[src/hw/smsp_pkg.sv]
// package for the byte-wide serial port: register map, fields, rates, types
// assumes a single 50 MHz clock domain and a plain strobe register port
package smsp_pkg;
  localparam logic [3:0] ADDR_CONTROL  = 4'h0; // control register offset
  localparam logic [3:0] ADDR_STATUS   = 4'h4; // status register offset
  localparam logic [3:0] ADDR_DATA     = 4'hC; // data register offset
  // control field positions
  localparam int CTL_IRQ_EN  = 7;
  localparam int CTL_SYS_EN  = 6;
  localparam int CTL_MASTER  = 4;
  localparam int CTL_CLOCK_IDLE_POLARITY    = 3;
  localparam int CTL_CLOCK_PHASE_SELECT    = 2;
  localparam int CTL_RATE_HI = 1;
  localparam int CTL_RATE_LO = 0;
  // status field positions
  localparam int STS_DONE = 7;
  localparam int STS_WRITE_COLLISION_FLAG = 6;
  localparam int STS_MODE_FAULT_FLAG = 4;
  localparam logic [7:0] CONTROL_RESET = 8'h00; // port off, slave mode
  localparam logic [7:0] BYTE_ZERO     = 8'h00;
  localparam logic [3:0] BITS_PER_BYTE = 4'h8;
  // half-period counts of the master clock, in system clocks, minus one
  localparam logic [3:0] HALF_DIV2  = 4'h0;
  localparam logic [3:0] HALF_DIV4  = 4'h1;
  localparam logic [3:0] HALF_DIV16 = 4'h7;
  localparam logic [3:0] HALF_DIV32 = 4'hF;
  // serial pin bundle seen by the core
  typedef struct packed {
    logic sck;
    logic mosi;
    logic miso;
    logic selN;
  } smsp_pins_t;
endpackage

[src/hw/smsp_core.sv]
// serial port core: registers, master shifter, slave shifter, flags
// assumes pins sampled synchronously; stop/wait levels come from the system
`timescale 1ns/1ns
// Function
// - irq when enabled and transfer done
// - enable bit turns port on
// - master bit chooses master or slave
// - idle master clock follows polarity bit
// - phase 0: select low starts transfer
// - phase 1: select enables output and clears count, first edge starts
// - rate bits divide clock, master only
// - done flag sets after each byte
// - done cleared by status read, data access
// - data writes ignored until status read
// - write during transfer sets collision outside stop, discarded
// - transfer window depends on phase
// - collision cleared by status read, data access
// - mode fault only when master selected low
// - mode fault drops enable and master
// - fault cleared by status read, control write
// - only master data write starts exchange
// - reads from receive buffer, overrun loses byte
// - data write goes straight to shifter
// - stop halts master clock generator
// - slave runs in stop, done flag deferred
// - wait mode leaves port active
// - most significant bit first
// - master gives eight pulses then idles
module smsp_core
  import smsp_pkg::*;
(
  input  wire logic       clk,
  input  wire logic       arst_n,
  input  wire logic [3:0] regAddr,   // register offset
  input  wire logic [7:0] regWdata,  // write data
  input  wire logic       regWr,     // write strobe
  input  wire logic       regRd,     // read strobe
  output logic      [7:0] regRdata,  // read data, cycle after strobe
  input  wire logic       stopMode,  // system stop level
  input  wire logic       waitMode,  // system wait level, no effect
  input  wire logic       sckIn,     // serial clock pin input
  output logic            sckOut,
  output logic            sckOe_n,   // low while driving
  input  wire logic       mosiIn,
  output logic            mosiOut,
  output logic            mosiOe_n,
  input  wire logic       misoIn,
  output logic            misoOut,
  output logic            misoOe_n,
  input  wire logic       selIn_n,   // slave select pin
  output logic            irq        // interrupt request level
);
  typedef enum {ST_IDLE, ST_LEAD, ST_TRAIL} smsp_state_t;

  smsp_pins_t  pin;                  // sampled pin bundle
  smsp_state_t st_reg, st_next;      // master sequencer
  logic [7:0]  ctl_reg, ctl_next;    // control register
  logic [7:0]  shift_reg, shift_next; // shared shift register
  logic [7:0]  rxBuf_reg, rxBuf_next; // receive buffer
  logic [3:0]  bitCnt_reg, bitCnt_next;
  logic        done_reg, done_next, write_collision_flag_reg, write_collision_flag_next;
  logic        mode_fault_flag_reg, mode_fault_flag_next;
  logic        armed_reg, armed_next; // status read saw done set
  logic        seenDone_reg, seenDone_next;
  logic        seenWcol_reg, seenWcol_next, seenModf_reg, seenModf_next;
  logic        pendDone_reg, pendDone_next; // deferred done during stop
  logic        sckPrev_reg, sckPrev_next;
  logic        selPrev_reg, selPrev_next;
  logic        slvAct_reg, slvAct_next;   // slave transfer window
  logic        sckO_reg, sckO_next, mosiO_reg, mosiO_next, inBit_reg,
               inBit_next;
  logic [7:0]  rdata_next;
  logic        irq_next, halfTick;
  logic        enabled, isMaster, clock_idle_polarity, clock_phase_select, busy;
  logic        slvSample, slvShift, byteDone;

  assign pin.sck  = sckIn;
  assign pin.mosi = mosiIn;
  assign pin.miso = misoIn;
  assign pin.selN = selIn_n;

  assign enabled  = ctl_reg[CTL_SYS_EN];
  assign isMaster = ctl_reg[CTL_MASTER];
  assign clock_idle_polarity     = ctl_reg[CTL_CLOCK_IDLE_POLARITY];
  assign clock_phase_select     = ctl_reg[CTL_CLOCK_PHASE_SELECT];

  // rate generator halts in stop mode
  smsp_rate_gen u_rate (
    .clk      (clk),
    .arst_n   (arst_n),
    .run      (st_reg != ST_IDLE && !stopMode),
    .rateSel  ({ctl_reg[CTL_RATE_HI], ctl_reg[CTL_RATE_LO]}),
    .halfTick (halfTick)
  );

  // slave edge detection; the polarity bit acts as an inverter on sck
  logic sckLvl, sckLvlPrev, leadEdge, trailEdge;
  assign sckLvl     = pin.sck ^ clock_idle_polarity;
  assign sckLvlPrev = sckPrev_reg ^ clock_idle_polarity;
  assign leadEdge   = sckLvl & ~sckLvlPrev;
  assign trailEdge  = ~sckLvl & sckLvlPrev;
  // phase 0: shift clock is sck OR select, first edge samples
  // phase 1: first edge shifts out, second samples
  assign slvSample = !isMaster && enabled && !pin.selN && leadEdge;
  assign slvShift  = !isMaster && enabled && !pin.selN && trailEdge;
  assign busy = isMaster ? (st_reg != ST_IDLE) : slvAct_reg;

  // register, shifter and flag next-state logic
  always_comb begin
    ctl_next      = ctl_reg;
    shift_next    = shift_reg;
    rxBuf_next    = rxBuf_reg;
    bitCnt_next   = bitCnt_reg;
    done_next     = done_reg;
    write_collision_flag_next     = write_collision_flag_reg;
    mode_fault_flag_next     = mode_fault_flag_reg;
    armed_next    = armed_reg;
    seenDone_next = seenDone_reg;
    seenWcol_next = seenWcol_reg;
    seenModf_next = seenModf_reg;
    pendDone_next = pendDone_reg;
    st_next       = st_reg;
    sckO_next     = sckO_reg;
    mosiO_next    = mosiO_reg;
    inBit_next    = inBit_reg;
    slvAct_next   = slvAct_reg;
    sckPrev_next  = pin.sck;
    selPrev_next  = pin.selN;
    rdata_next    = BYTE_ZERO;
    byteDone      = 1'b0;

    // status read arms the clear sequence for flags seen set
    if (regRd && regAddr == ADDR_STATUS) begin
      seenDone_next = done_reg;
      seenWcol_next = write_collision_flag_reg;
      seenModf_next = mode_fault_flag_reg;
      armed_next    = done_reg;
    end
    // data access completes clears of done and collision
    if ((regRd || regWr) && regAddr == ADDR_DATA) begin
      if (seenDone_reg) begin
        done_next = 1'b0;
        seenDone_next = 1'b0;
      end
      if (seenWcol_reg) begin
        write_collision_flag_next = 1'b0;
        seenWcol_next = 1'b0;
      end
    end
    // control write; also completes a mode fault clear
    if (regWr && regAddr == ADDR_CONTROL) begin
      ctl_next = regWdata;
      if (seenModf_reg) begin
        mode_fault_flag_next = 1'b0;
        seenModf_next = 1'b0;
      end
    end
    // data write: ignored while done is set and unread
    if (regWr && regAddr == ADDR_DATA && (!done_reg || armed_reg)) begin
      if (busy) begin
        if (!stopMode) write_collision_flag_next = 1'b1;
      end else begin
        shift_next  = regWdata;
        bitCnt_next = 4'h0;
        if (isMaster && enabled) begin
          st_next    = ST_LEAD;
          mosiO_next = regWdata[7];
        end
      end
      armed_next = 1'b0;
    end

    // master sequencer: toggles sck on each half tick, eight pulses
    case (st_reg)
      ST_IDLE: begin
        sckO_next = clock_idle_polarity;
      end
      ST_LEAD: if (halfTick) begin
        sckO_next = ~sckO_reg;
        if (clock_phase_select) begin
          mosiO_next = shift_reg[7];
        end else begin
          inBit_next = pin.miso;
        end
        st_next = ST_TRAIL;
      end
      ST_TRAIL: if (halfTick) begin
        sckO_next = ~sckO_reg;
        shift_next = {shift_reg[6:0], clock_phase_select ? pin.miso : inBit_reg};
        // phase 1 moves mosi on the leading edge only, so the far side
        // still sees the current bit at this trailing edge
        if (!clock_phase_select) mosiO_next = shift_reg[6];
        bitCnt_next = bitCnt_reg + 4'h1;
        if (bitCnt_reg == BITS_PER_BYTE - 4'h1) begin
          st_next  = ST_IDLE;
          byteDone = 1'b1;
        end else begin
          st_next = ST_LEAD;
        end
      end
      default: st_next = ST_IDLE;
    endcase
    // master samples on trailing edge in clock_phase_select 1; sampling at trail time is fine,
    // data is taken from the line just before the shift

    // slave shifting
    if (!isMaster && enabled) begin
      if (!pin.selN && selPrev_reg) begin
        bitCnt_next = 4'h0;
        if (!clock_phase_select) slvAct_next = 1'b1;
      end
      if (slvSample) begin
        if (clock_phase_select) slvAct_next = 1'b1;
        inBit_next = pin.mosi;
        if (!clock_phase_select) begin
          shift_next  = {shift_reg[6:0], pin.mosi};
          bitCnt_next = bitCnt_reg + 4'h1;
          if (bitCnt_reg == BITS_PER_BYTE - 4'h1) byteDone = 1'b1;
        end
      end
      if (slvShift && clock_phase_select) begin
        shift_next  = {shift_reg[6:0], pin.mosi};
        bitCnt_next = bitCnt_reg + 4'h1;
        if (bitCnt_reg == BITS_PER_BYTE - 4'h1) begin
          byteDone = 1'b1;
          slvAct_next = 1'b0;
        end
      end
      if (pin.selN && !selPrev_reg && !clock_phase_select) slvAct_next = 1'b0;
    end

    // byte complete: buffer unless overrun, then flag
    if (byteDone) begin
      if (!done_reg) rxBuf_next = shift_next;
      if (stopMode) pendDone_next = 1'b1;
      else done_next = 1'b1;
    end
    if (!stopMode && pendDone_reg) begin
      done_next = 1'b1;
      pendDone_next = 1'b0;
    end

    // mode fault: master with select driven low
    if (isMaster && enabled && !pin.selN && !stopMode) begin
      mode_fault_flag_next = 1'b1;
      ctl_next[CTL_SYS_EN] = 1'b0;
      ctl_next[CTL_MASTER] = 1'b0;
      st_next = ST_IDLE;
    end

    // read mux, answered the cycle after the strobe
    if (regRd) begin
      case (regAddr)
        ADDR_CONTROL: rdata_next = ctl_reg;
        ADDR_STATUS: begin
          rdata_next[STS_DONE] = done_reg;
          rdata_next[STS_WRITE_COLLISION_FLAG] = write_collision_flag_reg;
          rdata_next[STS_MODE_FAULT_FLAG] = mode_fault_flag_reg;
        end
        ADDR_DATA: rdata_next = rxBuf_reg;
        default: rdata_next = BYTE_ZERO;
      endcase
    end
    irq_next = ctl_next[CTL_IRQ_EN] & (done_next | mode_fault_flag_next);
  end

  // register all state; data register is not reset
  always_ff @(posedge clk or negedge arst_n) begin
    if (!arst_n) begin
      ctl_reg      <= CONTROL_RESET;
      done_reg     <= 1'b0;
      write_collision_flag_reg     <= 1'b0;
      mode_fault_flag_reg     <= 1'b0;
      armed_reg    <= 1'b0;
      seenDone_reg <= 1'b0;
      seenWcol_reg <= 1'b0;
      seenModf_reg <= 1'b0;
      pendDone_reg <= 1'b0;
      st_reg       <= ST_IDLE;
      bitCnt_reg   <= 4'h0;
      sckO_reg     <= 1'b0;
      mosiO_reg    <= 1'b0;
      inBit_reg    <= 1'b0;
      slvAct_reg   <= 1'b0;
      sckPrev_reg  <= 1'b0;
      selPrev_reg  <= 1'b1;
      regRdata     <= BYTE_ZERO;
      irq          <= 1'b0;
    end else begin
      ctl_reg      <= ctl_next;
      done_reg     <= done_next;
      write_collision_flag_reg     <= write_collision_flag_next;
      mode_fault_flag_reg     <= mode_fault_flag_next;
      armed_reg    <= armed_next;
      seenDone_reg <= seenDone_next;
      seenWcol_reg <= seenWcol_next;
      seenModf_reg <= seenModf_next;
      pendDone_reg <= pendDone_next;
      st_reg       <= st_next;
      bitCnt_reg   <= bitCnt_next;
      sckO_reg     <= sckO_next;
      mosiO_reg    <= mosiO_next;
      inBit_reg    <= inBit_next;
      slvAct_reg   <= slvAct_next;
      sckPrev_reg  <= sckPrev_next;
      selPrev_reg  <= selPrev_next;
      regRdata     <= rdata_next;
      irq          <= irq_next;
    end
  end

  // data storage has no reset value by design
  always_ff @(posedge clk) begin
    shift_reg <= shift_next;
    rxBuf_reg <= rxBuf_next;
  end

  // pin drivers: output enables low while driving
  logic sckOe_q, mosiOe_q, misoOe_q, misoO_q;
  always_ff @(posedge clk or negedge arst_n) begin
    if (!arst_n) begin
      sckOe_q  <= 1'b1;
      mosiOe_q <= 1'b1;
      misoOe_q <= 1'b1;
      misoO_q  <= 1'b0;
    end else begin
      sckOe_q  <= ~(ctl_next[CTL_SYS_EN] & ctl_next[CTL_MASTER]);
      mosiOe_q <= ~(ctl_next[CTL_SYS_EN] & ctl_next[CTL_MASTER]);
      misoOe_q <= ~(ctl_next[CTL_SYS_EN] & ~ctl_next[CTL_MASTER]
                    & ~pin.selN);
      misoO_q  <= shift_next[7];
    end
  end
  assign sckOut   = sckO_reg;
  assign mosiOut  = mosiO_reg;
  assign misoOut  = misoO_q;
  assign sckOe_n  = sckOe_q;
  assign mosiOe_n = mosiOe_q;
  assign misoOe_n = misoOe_q;

  // check helper: serial clock toggles within the current master byte
  logic [4:0] pulseCnt_reg;
  always_ff @(posedge clk or negedge arst_n) begin
    if (!arst_n) begin
      pulseCnt_reg <= 5'h00;
    end else if (st_reg == ST_IDLE) begin
      pulseCnt_reg <= 5'h00;
    end else if (sckO_next != sckO_reg) begin
      pulseCnt_reg <= pulseCnt_reg + 5'h01;
    end
  end

  // checks
  a_irq_follows_done: assert property (@(posedge clk) disable iff (!arst_n)
    done_reg && ctl_reg[CTL_IRQ_EN] |-> irq)
    else $error("irq missing with done set");
  a_idle_sck_pol: assert property (@(posedge clk) disable iff (!arst_n)
    st_reg == ST_IDLE && $past(st_reg) == ST_IDLE && $stable(clock_idle_polarity)
    |-> sckO_reg == clock_idle_polarity)
    else $error("idle clock level wrong");
  a_mode_fault_flag_drops_en: assert property (@(posedge clk) disable iff (!arst_n)
    $rose(mode_fault_flag_reg) |-> !ctl_reg[CTL_SYS_EN] && !ctl_reg[CTL_MASTER])
    else $error("mode fault left port on");
  a_mode_fault_flag_only_master: assert property (@(posedge clk) disable iff (!arst_n)
    $rose(mode_fault_flag_reg) |-> $past(isMaster) && !$past(pin.selN))
    else $error("mode fault without cause");
  a_write_collision_flag_keeps_shift: assert property (@(posedge clk) disable iff (!arst_n)
    regWr && regAddr == ADDR_DATA && busy && !slvShift && !slvSample
    && !(st_reg == ST_TRAIL && halfTick) |-> ##1 $stable(shift_reg))
    else $error("collision disturbed shifter");
  a_done_after_byte: assert property (@(posedge clk) disable iff (!arst_n)
    byteDone && !stopMode |-> ##1 done_reg)
    else $error("done not set after byte");
  a_stop_no_flag: assert property (@(posedge clk) disable iff (!arst_n)
    stopMode && !done_reg ##1 stopMode |-> !done_reg)
    else $error("flag set during stop");
  a_eight_pulses: assert property (@(posedge clk) disable iff (!arst_n)
    byteDone && isMaster
    |-> pulseCnt_reg == {BITS_PER_BYTE, 1'b0} - 5'h01)
    else $error("master byte length wrong");
  c_master_byte: cover property (@(posedge clk) byteDone && isMaster);
  c_slave_byte: cover property (@(posedge clk) byteDone && !isMaster);
  c_collision: cover property (@(posedge clk) $rose(write_collision_flag_reg));
  c_mode_fault: cover property (@(posedge clk) $rose(mode_fault_flag_reg));
endmodule

[src/hw/smsp_rate_gen.sv]
// master rate generator: emits a one-cycle pulse every half serial period
// assumes run is low while idle or halted so the count restarts cleanly
`timescale 1ns/1ns
module smsp_rate_gen
  import smsp_pkg::*;
(
  input  wire logic       clk,
  input  wire logic       arst_n,
  input  wire logic       run,      // count while high
  input  wire logic [1:0] rateSel,  // rate select pair
  output logic            halfTick  // one-cycle enable
);
  logic [3:0] cnt_reg;
  logic [3:0] cnt_next;
  logic       tick_next;
  logic       tick_reg;

  // map rate code to half-period count
  function automatic logic [3:0] halfCount(input logic [1:0] sel);
    case (sel)
      2'h0:    halfCount = HALF_DIV2;
      2'h1:    halfCount = HALF_DIV4;
      2'h2:    halfCount = HALF_DIV16;
      default: halfCount = HALF_DIV32;
    endcase
  endfunction

  // next count; wraps at the selected half period
  always_comb begin
    cnt_next  = cnt_reg;
    tick_next = 1'b0;
    if (!run) begin
      cnt_next = 4'h0;
    end else if (cnt_reg >= halfCount(rateSel)) begin
      cnt_next  = 4'h0;
      tick_next = 1'b1;
    end else begin
      cnt_next = cnt_reg + 4'h1;
    end
  end

  // register count and pulse
  always_ff @(posedge clk or negedge arst_n) begin
    if (!arst_n) begin
      cnt_reg  <= 4'h0;
      tick_reg <= 1'b0;
    end else begin
      cnt_reg  <= cnt_next;
      tick_reg <= tick_next;
    end
  end

  assign halfTick = tick_reg & run;
endmodule

[config.mk]
export PLATFORM = sky130hd
export DESIGN_NAME = smsp_core
export DESIGN_NICKNAME = d
export VERILOG_FILES = /design/src/hw/smsp_pkg.sv /design/src/hw/smsp_core.sv /design/src/hw/smsp_rate_gen.sv
export SDC_FILE = /design/constraint.sdc
export NUM_CORES = 1
export LEC_CHECK = 0
export ABC_CLOCK_PERIOD_IN_PS = 2950
export BUFFER_PORTS_ARGS = -buffer_cell sky130_fd_sc_hd__buf_2
export CAP_MARGIN = 0
export CORE_UTILIZATION = 40
export DETAILED_ROUTE_END_ITERATION = 6
export GPL_TIMING_DRIVEN = 0
export PLACE_DENSITY = 0.59
export SLEW_MARGIN = 20
export SYNTH_ARGS = -nofsm -noshare
export SYNTH_HDL_FRONTEND = slang
export SYNTH_HIERARCHICAL = 1
export SYNTH_SLANG_ARGS = --single-unit
[constraint.sdc]
create_clock -name clk -period 2.95 [get_ports clk]
set_input_delay 0.1475 -clock clk [delete_from_list [all_inputs] [get_ports clk]]
set_output_delay 0.1475 -clock clk [all_outputs]
set_load 0.1 [all_outputs]
==> out/qor.csv, run 1 <==
metric,value,unit
DRT Wirelength,8395,um
DRT Pass-1 Iters,4,
Synth area leader,dfrtp_1,
Setup Skew,12.07,ps
"Cell Area, Synth",4031,um2
root buffer cell,clkbuf_8,
P&R area growth vs syn,19.18,%
vias in the first global route,2741,
CP max stage cell,dfrtp_1,
post-route ant nets,0,
Hold Slack,37.54,ps
initial antenna violation count,0,
Max Transition Viols Final,0,
Starting Density,41.24,%
Critical Path Source Type,flop,
H-Tree Depth,3,
port bufs,33,
DRC Markers,0,
max reg flops,32,
Die Area,10480,um2
status,completed,
Synth Area per Inst,11.72,um2
crit share post-route,92.09,%
final setup fails,0,
"commonest non-fill, non-tap cells in the layout","dfrtp_1, buf_2, conb_1",
YS warnings,6,
Die X,102.4,um
Slew Limit Headroom,36.84,%
GRT Util Overall,17.48,%
Tot Pwr,3.140,mW
Hold/Removal Path Class,input port to flop,
num rows,36,
worst vdd ir,0.2548,mV
maximum fanout along the worst path,10,
latest clock arrival within the worst-skew pair,360,ps
cell mode on critical path,nor2_1,
"EDFF count, synth",8,
CP cell instances,nor4_4 -> nand4_4 -> buf_6 -> nor2_1 -> nor2_1 -> and2_2 -> nand2_1 -> or2_2 -> nor3_4 -> o21ai_2 -> nor2_4,
RSZ-0062 raised after global routing,false,
clock slew seen by the registers of the worst setup and hold paths,100,ps
Worst Setup Path Type,flop to flop,
Seq cells post-synth,91,
Final HPWL DP,6010,um
RePlAce Congestion,0.8085,
vias per cell,5.111,
Mapped Cells,344,
CP max stage delay,380,ps
I/O pin total,37,
Leak,2.068,nW
"Buf+Inv Stages, Crit Path",1,
CTS tree,done,
"most common cell after layout, fill and taps aside",dfrtp_1,
critical path's top delay family,simple AND/OR/NAND/NOR gates,
crit path capture type,flop,
synth top area cells,"dfrtp_1, edfxtp_1, dfxtp_1",
Worst Path Required,2990,ps
Avg WL per Cell,14.81,um
cell area power density,653.5,nW/um2
global route total overflow,0,
n_diodes,0,
final hold viol count,0,
overall die height,102.4,um
layout cells sized above 1,24.65,%
"Seq/Total Area, Yosys",56.58,%
max-capacitance violation count,0,
first-pass GRT wire length,13770,um
vias,2898,
Core Region,9774,um2
Num CTS Buffers,9,
Async SR Flop Fraction,82.42,%
CTS max path bufs,2,
Clock Sinks,91,
Synth Flop Type,dfrtp_1,
Yosys cell types,66,
pin count of the biggest net entering global routing,48,
Max Fclk,368.1,MHz
CP arrival,2760,ps
slew at the pin with the worst max-slew slack,945.4,ps
crit path time final,2717,ps
# nets final,457,
top cell type's share of synthesized area,44.69,%
DRT iter0 DRCs,147,
cell type report:
class                   count  area [um2]
plain buffers              14       91.34
clock buffers               9       123.9
clock inverters             7       43.79
fillers                   924        4970
inverters                  10       37.54
multi-input cells         258        1774
flip-flops and latches     91        2282
well taps                 133       166.4
repair buffers             45       285.3
metrics by stage:
step	cells	area (um2)	utilization [%]	setup TNS [ps]	setup WS, ps
floorplan	373	4140	-	0	332.7
global placement	539	4472	45.75	-2196	-274.9
detailed placement	540	4502	46.06	-2983	-371.8
CTS	559	4716	48.25	0	35.32
global route	567	4805	49.16	0	34.60
finish	567	4805	49.16	0	233.4
power by group:
part	leakage, nW	total (mW)	internal (mW)	switching, mW
registers	1.07	1.61	1.47	0.139
clock network	0.0868	0.737	0.303	0.434
logic	0.911	0.795	0.285	0.510
worst reg2reg max path: stages (launching register included):
cell and delay, ps:
dfrtp_1 380, nor4_4 70, nand4_4 130, buf_6 160, nor2_1 60, nor2_1 180
and2_2 240, nand2_1 80, or2_2 340, nor3_4 310, o21ai_2 170, nor2_4 290
routing by layer:
layer	up-vias	part of all wire, %	GRT usage, %
met5	-	0	0
met4	0	1.3	5.604
met3	10	3.8	3.762
met2	58	47	27.00
met1	1422	47	24.52
li1	1408	-	-
kinds of logic after synthesis:
family,count (synthesis),share of synthesized area (%)
and+or+nand+nor,120,19.30
DFF,91,56.58
AOI/OAI and AO/OA,87,15.12
buffers and inverters,24,3.197
muxes,11,2.949
adders and majority gates,7,2.110
xor gates and xnor gates,3,0.6519
other,1,0.09302
Yosys cell counts, types with 4 or more instances:
cell / n
edfxtp_1: 8
buf_2: 4
a31oi_1: 10
o22ai_1: 4
a22o_1: 5
inv_1: 10
o2111ai_1: 4
nor3_1: 5
nor2b_1: 6
nand3_1: 14
a21oi_1: 18
o21ai_0: 12
clkbuf_1: 5
dfrtp_1: 72
mux2i_1: 4
buf_6: 4
mux2_2: 7
nand2_1: 20
dfxtp_1: 8
nor2_1: 28
ha_1: 6
nand2b_1: 5
and2_1: 8
nor4_2: 9
a211oi_1: 4
worst paths after layout:
check / from / end / slack, ps / depth (start not counted)
max in group asynchronous: arst_n / selPrev_reg$_DFF_PN1_ / 2070 / 3
setup / recovery: st_reg[25]$_DFF_PN0_ / rxBuf_reg[5]$_DFFE_PP_ / 230 / 11
hold reg to reg: rxBuf_reg[5]$_DFFE_PP_ / regRdata[5]$_DFF_PN0_ / 460 / 1
setup reg to reg: st_reg[25]$_DFF_PN0_ / rxBuf_reg[5]$_DFFE_PP_ / 230 / 11
hold / removal: regWdata[5] / ctl_reg[5]$_DFFE_PN0P_ / 40 / 2
min in group asynchronous: arst_n / ctl_reg[5]$_DFFE_PN0P_ / 260 / 2
repair_timing:
| action | CTS | global route |
|---|---|---|
| pin swaps | 0 | 4 |
| setup buffers | 0 | 8 |
| setup endpoints to repair | 9 | 13 |
| resized for setup | 4 | 6 |
| hold buffers | 3 | 0 |
| hold endpoints to repair | 28 | 0 |
No activity file was read; power rests on OpenSTA's default activity.
==> run 2: changes to the inputs <==
--- a/config.mk
+++ b/config.mk
@@ -11,9 +11,8 @@
 export CORE_UTILIZATION = 40
 export DETAILED_ROUTE_END_ITERATION = 6
 export GPL_TIMING_DRIVEN = 0
-export PLACE_DENSITY = 0.59
+export PLACE_DENSITY = 0.6
 export SLEW_MARGIN = 20
 export SYNTH_ARGS = -nofsm -noshare
 export SYNTH_HDL_FRONTEND = slang
-export SYNTH_HIERARCHICAL = 1
 export SYNTH_SLANG_ARGS = --single-unit
==> constraint.sdc (replaced) <==
create_clock -name clk -period 2.95 [get_ports clk]
set_input_delay 0 -clock clk [delete_from_list [all_inputs] [get_ports clk]]
set_output_delay 0 -clock clk [all_outputs]
set_load 0.1 [all_outputs]
==> out/qor.csv, run 2 <==
metric,value,unit,change
num rows,35,,-2.8%
first-pass GRT wire length,13280,um,-3.5%
FF-to-FF End,rxBuf_reg[4]$_DFFE_PP_,,
non-filler cells in the finished layout,563,,-0.71%
Leak,2.056,nW,-0.54%
Slew Limit Headroom,43.14,%,+6.3 points
Seq cells post-synth,91,,unchanged
crit path capture type,flop,,
vias,2873,,-0.86%
status,completed,,
Post-synth top cells,"dfrtp_1, nor2_1, o21ai_0, nand2_1, inv_1",,
vias in the first global route,2752,,+0.40%
# nets final,457,,unchanged
hold_sp,regWdata[4],,
DRT Wirelength,8233,um,-1.9%
Worst R2R Setup Slack,450,ps,+220 ps
GRT Util Overall,17.44,%,-0.045 points
Hold/Removal Path Class,input port to flop,,
H-Tree Depth,3,,unchanged
Core Region,9284,um2,-5.0%
setup tns final,0,ps,unchanged
RePlAce Congestion,0.8663,,+7.1%
synth top area cells,"dfrtp_1, edfxtp_1, dfxtp_1",,
max reg flops,32,,unchanged
Max Fclk,400.3,MHz,+8.8%
Worst Path Required,2940,ps,-50 ps
pin count of the biggest net entering global routing,40,,-17%
Reg2Reg Depth,5,,-6
Tot Pwr,3.269,mW,+4.1%
global route total overflow,0,,unchanged
"most common cell after layout, fill and taps aside",dfrtp_1,,
Avg WL per Cell,14.62,um,-1.2%
Synth Area per Inst,11.33,um2,-3.3%
max-capacitance violation count,0,,unchanged
Critical Path Source Type,flop,,
"Cell Area, Synth",3840,um2,-4.7%
P&R area growth vs syn,20.36,%,
worst vdd ir,0.3167,mV,+24%
DRC Markers,0,,unchanged
Die Area,9996,um2,-4.7%
root buffer cell,clkbuf_8,,
dpl cells,533,,-1.3%
post-route ant nets,0,,unchanged
crit path time final,2498,ps,-218.7 ps
postcts setup bufs,0,,unchanged
RSZ-0062 raised after global routing,false,,
Setup Skew,13.37,ps,+1.296 ps
"commonest non-fill, non-tap cells in the layout","dfrtp_1, buf_2, conb_1",,
Max Transition Viols Final,0,,unchanged
Synth area leader,dfrtp_1,,
CP endpoint,rxBuf_reg[4]$_DFFE_PP_,,
post_cts resized,0,,-4
Mapped Cells,339,,-1.5%
final hold viol count,0,,unchanged
Clock Sinks,91,,unchanged
maximum fanout along the worst path,8,,-2
Num CTS Buffers,9,,unchanged
cell area power density,707.3,nW/um2,+8.2%
slew at the pin with the worst max-slew slack,846.4,ps,-98.97 ps
Worst Setup Path Type,flop to flop,,
crit path launch,st_reg[2]$_DFF_PN0_,,
DRT iter0 DRCs,99,,-33%
"Seq/Total Area, Yosys",59.40,%,+2.8 points
cell with the most instances after synthesis,dfrtp_1,,
clock slew seen by the registers of the worst setup and hold paths,90,ps,about the same
YS warnings,0,,-6
FF-to-FF Start,st_reg[2]$_DFF_PN0_,,
DRT Pass-1 Iters,4,,unchanged
post-route cell area,4622,um2,-3.8%
I/O pin total,37,,unchanged
overall die height,99.98,um,-2.4%
"EDFF count, synth",8,,unchanged
latest clock arrival within the worst-skew pair,360,ps,about the same
vias per cell,5.103,,-0.16%
Final HPWL DP,6004,um,about the same
layout cells sized above 1,16.82,%,-7.8 points
CTS tree,done,,
port bufs,35,,+6.1%
top cell type's share of synthesized area,46.92,%,+2.2 points
Async SR Flop Fraction,82.42,%,unchanged
Yosys cell types,57,,-14%
initial antenna violation count,0,,unchanged
post-layout util,49.78,%,+0.63 points
crit share post-route,84.68,%,-7.4 points
Starting Density,41.36,%,+0.12 points
Synth Flop Type,dfrtp_1,,
CP arrival,2490,ps,-270 ps
n_diodes,0,,unchanged
Die X,99.98,um,-2.4%
dpl cell area,4308,um2,-4.3%
final setup fails,0,,unchanged
CTS max path bufs,2,,unchanged
[run 2: worst min-delay path by stage]
| stage | endpoint | slack, ps | cells after the start |
|---|---|---|---|
| floorplan | armed_reg$_DFFE_PN0P_ | -300 | 0 |
| CTS | ctl_reg[4]$_DFF_PN0_ | 10 | 3 |
| detailed placement | regRdata[1]$_DFF_PN0_ | 0.6 | 1 |
| finish | ctl_reg[4]$_DFF_PN0_ | 20 | 3 |
| global placement | selPrev_reg$_DFF_PN1_ | 170 | 1 |
| global route | ctl_reg[4]$_DFF_PN0_ | 50 | 3 |
[run 2: timing repair]
| action | CTS | global route |
|---|---|---|
| hold buffers | 14 | 0 |
| endpoints found under the hold margin | 52 | 0 |
| endpoints found under the setup margin | 0 | 0 |
[run 2: area by class of cell]
type                            instances  area (um2)
Buffer                                 13       63.81
Clock buffer                           10       127.6
Clock inverter                          6       46.29
Fill cell                             881        4662
Inverter                               15       56.30
Multi-Input combinational cell        249        1548
Sequential cell                        91        2281
Tap cell                              129       161.4
Timing Repair Buffer                   50       337.8
[run 2: power by group]
group | internal (mW) | switching, mW
combinational | 0.321 | 0.549
sequential | 1.49 | 0.145
clock | 0.315 | 0.447
[run 2: stage by stage]
step                hold slack, ps  setup WS [ps]
detailed placement          0.6136          443.9
floorplan                   -295.6          877.7
CTS                          14.17          428.6
global route                 50.16          274.3
finish                       24.95          452.1
global placement             167.4          467.9
[run 2: cells by family (layout without fill, tap and decap cells)]
kind of cell	after synthesis	after routing	share of synthesized area [%]
XOR/XNOR	3	3	0.6844
multiplexers	11	11	3.063
other	1	30	0.09766
adder cells (fa/ha/maj)	6	6	1.955
buffers and inverters	28	94	3.128
AND/OR/NAND/NOR	109	109	15.61
flip-flops	91	91	59.40
AO/OA/AOI/OAI	90	90	16.06
[run 2: worst max-delay path, cell delays in order (launching register included)]
cell     delay (ps)
dfrtp_1         370
nor4_1          390
nand4_1         270
nor3_4          470
o21ai_2         150
nor2_1          490
[run 2: per-layer routing]
layer / global-route usage, % / routed length [um] / up-vias / part of all wire, %
li1: - / - / 1399 / -
met1: 21.96 / 3810 / 1371 / 46
met2: 28.54 / 3792 / 78 / 46
met3: 3.900 / 355 / 25 / 4.3
met4: 8.473 / 274 / 0 / 3.3
met5: 0 / 0 / - / 0
==> run 3: changes to the inputs <==
--- a/config.mk
+++ b/config.mk
@@ -5,7 +5,7 @@
 export SDC_FILE = /design/constraint.sdc
 export NUM_CORES = 1
 export LEC_CHECK = 0
-export ABC_CLOCK_PERIOD_IN_PS = 2950
+export ABC_CLOCK_PERIOD_IN_PS = 2400
 export BUFFER_PORTS_ARGS = -buffer_cell sky130_fd_sc_hd__buf_2
 export CAP_MARGIN = 0
 export CORE_UTILIZATION = 40
==> constraint.sdc (replaced) <==
create_clock -name clk -period 2.4 [get_ports clk]
set_input_delay 0 -clock clk [delete_from_list [all_inputs] [get_ports clk]]
set_output_delay 0 -clock clk [all_outputs]
set_load 0.1 [all_outputs]
==> out/qor.csv, run 3 (synthesized netlist as in run 2, its figures left out) <==
metric,value,unit,change
crit share post-route,90.84,%,+6.2 points
Sw Ratio,34.98,%,+0.065 points
max reg flops,32,,unchanged
Worst Setup Path Type,flop to flop,,
# nets final,458,,+0.22%
num rows,35,,unchanged
Reg2Reg Depth,5,,unchanged
DRT iter0 DRCs,132,,+33%
latest clock arrival within the worst-skew pair,350,ps,about the same
n_diodes,0,,unchanged
clock group share of total power,23.2,%,about the same
Avg WL per Cell,14.70,um,+0.51%
Min-Delay Path Depth,3,,unchanged
cell area power density,863.5,nW/um2,+22%
Slew Limit Headroom,53.28,%,+10 points
Num CTS Buffers,9,,unchanged
post-layout util,50.07,%,+0.28 points
RePlAce Congestion,0.8663,,unchanged
final setup fails,0,,unchanged
Final HPWL DP,6004,um,unchanged
Leak,2.067,nW,+0.52%
Die Area,9996,um2,unchanged
P_int,2.610,mW,+23%
"most common cell after layout, fill and taps aside",dfrtp_1,,
Flop pwr share,50.2,%,about the same
DRT Wirelength,8290,um,+0.69%
vias per cell,5.082,,-0.42%
overall die height,99.98,um,unchanged
Logic pwr share,26.7,%,about the same
clock slew seen by the registers of the worst setup and hold paths,90,ps,about the same
setup tns final,0,ps,unchanged
maximum fanout along the worst path,7,,-1
final hold viol count,0,,unchanged
Max Fclk,458.7,MHz,+15%
vias in the first global route,2750,,-0.073%
DRT Pass-1 Iters,4,,unchanged
worst vdd ir,0.3879,mV,+22%
CTS tree,done,,
RSZ-0062 raised after global routing,false,,
port bufs,35,,unchanged
P&R area growth vs syn,21.05,%,
Hold/Removal Path Class,input port to flop,,
Setup Skew,11.87,ps,-1.501 ps
GRT Util Overall,17.47,%,+0.030 points
max-capacitance violation count,0,,unchanged
vias,2866,,-0.24%
Clock Sinks,91,,unchanged
DRC Markers,0,,unchanged
dpl cells,533,,unchanged
pin count of the biggest net entering global routing,40,,unchanged
Post-Place Worst Slack,-106.1,ps,-550.0 ps
CP arrival,2320,ps,-170 ps
layout cells sized above 1,18.16,%,+1.3 points
Critical Path Source Type,flop,,
crit path time final,2180,ps,-317.8 ps
first-pass GRT wire length,13310,um,+0.21%
Starting Density,41.36,%,unchanged
Psw,1.404,mW,+23%
PnR worst setup slack,219.9,ps,-232.2 ps
post-route ant nets,0,,unchanged
slew at the pin with the worst max-slew slack,683.2,ps,-163.2 ps
H-Tree Depth,3,,unchanged
initial antenna violation count,0,,unchanged
root buffer cell,clkbuf_8,,
non-filler cells in the finished layout,564,,+0.18%
crit path capture type,flop,,
global route total overflow,0,,unchanged
status,completed,,
I/O pin total,37,,unchanged
Worst Path Required,2540,ps,-400 ps
CTS max path bufs,2,,unchanged
"commonest non-fill, non-tap cells in the layout","dfrtp_1, buf_2, conb_1",,
Die X,99.98,um,unchanged
Core Region,9284,um2,unchanged
Max Transition Viols Final,0,,unchanged
==> run 3: changes by cell type in the layout (fill, tap and decap cells not counted), sizes merged <==
cell,before,now
buf,41,42
==> run 3: worst max-delay path, stage by stage, from the launching register on <==
cell,delay (ps)
dfrtp_1,370
nor4_1,390
and4_1,400
a41o_1,370
nand3_1,110
a31oi_1,320
==> run 3: cell type report <==
| cell class | count | area, um2 |
|---|---|---|
| clock buffer | 10 | 127.6 |
| clock inverter | 6 | 46.29 |
| multi-input combinational | 249 | 1565 |
| fill | 876 | 4636 |
| buffer | 13 | 65.06 |
| inverter | 15 | 56.30 |
| tap | 129 | 161.4 |
| sequential | 91 | 2281 |
| timing repair buffer | 51 | 345.3 |
==> run 3: power groups by stage <==
stage                     Combinational [mW]  Clock, mW  Sequential (mW)
final                                   1.07      0.930             2.01
after global routing                    1.18       1.04             2.04
after global placement                  1.01          0             2.03
after CTS                               1.06      0.965             2.01
after floorplan                        0.629          0             2.15
after detailed placement                1.04          0             2.04
==> run 3: path summary, 6_finish.rpt <==
kind,start,to,slack (ps)
setup reg to reg,st_reg[2]$_DFF_PN0_,rxBuf_reg[7]$_DFFE_PP_,220
hold / removal,regWdata[4],ctl_reg[4]$_DFF_PN0_,30
max in group asynchronous,arst_n,st_reg[12]$_DFF_PN0_,1690
hold reg to reg,rxBuf_reg[2]$_DFFE_PP_,regRdata[2]$_DFF_PN0_,470
setup / recovery,st_reg[2]$_DFF_PN0_,rxBuf_reg[7]$_DFFE_PP_,220
min in group asynchronous,arst_n,regRdata[1]$_DFF_PN0_,130
==> run 3: metal layers <==
metal	part of all wire [%]	track usage, %	vias up	wire (um)
met5	0	0	-	0
met4	2.4	8.473	0	197
met3	5.0	3.900	15	418
met2	47	28.54	71	3860
met1	46	22.06	1377	3814
li1	-	-	1403	-
==> run 3: repair_timing <==
action,CTS,global route
endpoints found under the setup margin,8,13
hold buffers,14,0
hold endpoints to repair,52,0
setup buffers,0,1
pin swaps,0,1
gates resized for setup,1,5
==> run 3: stage by stage <==
step                power [mW]  hold slack [ps]  cell area (um2)
finish                   4.014            29.25             4648
global route             4.251            50.16             4648
global placement         3.038            167.4             4285
CTS                      4.034            14.17             4624
detailed placement       3.075           0.6136             4308
floorplan                2.778           -295.6             3949
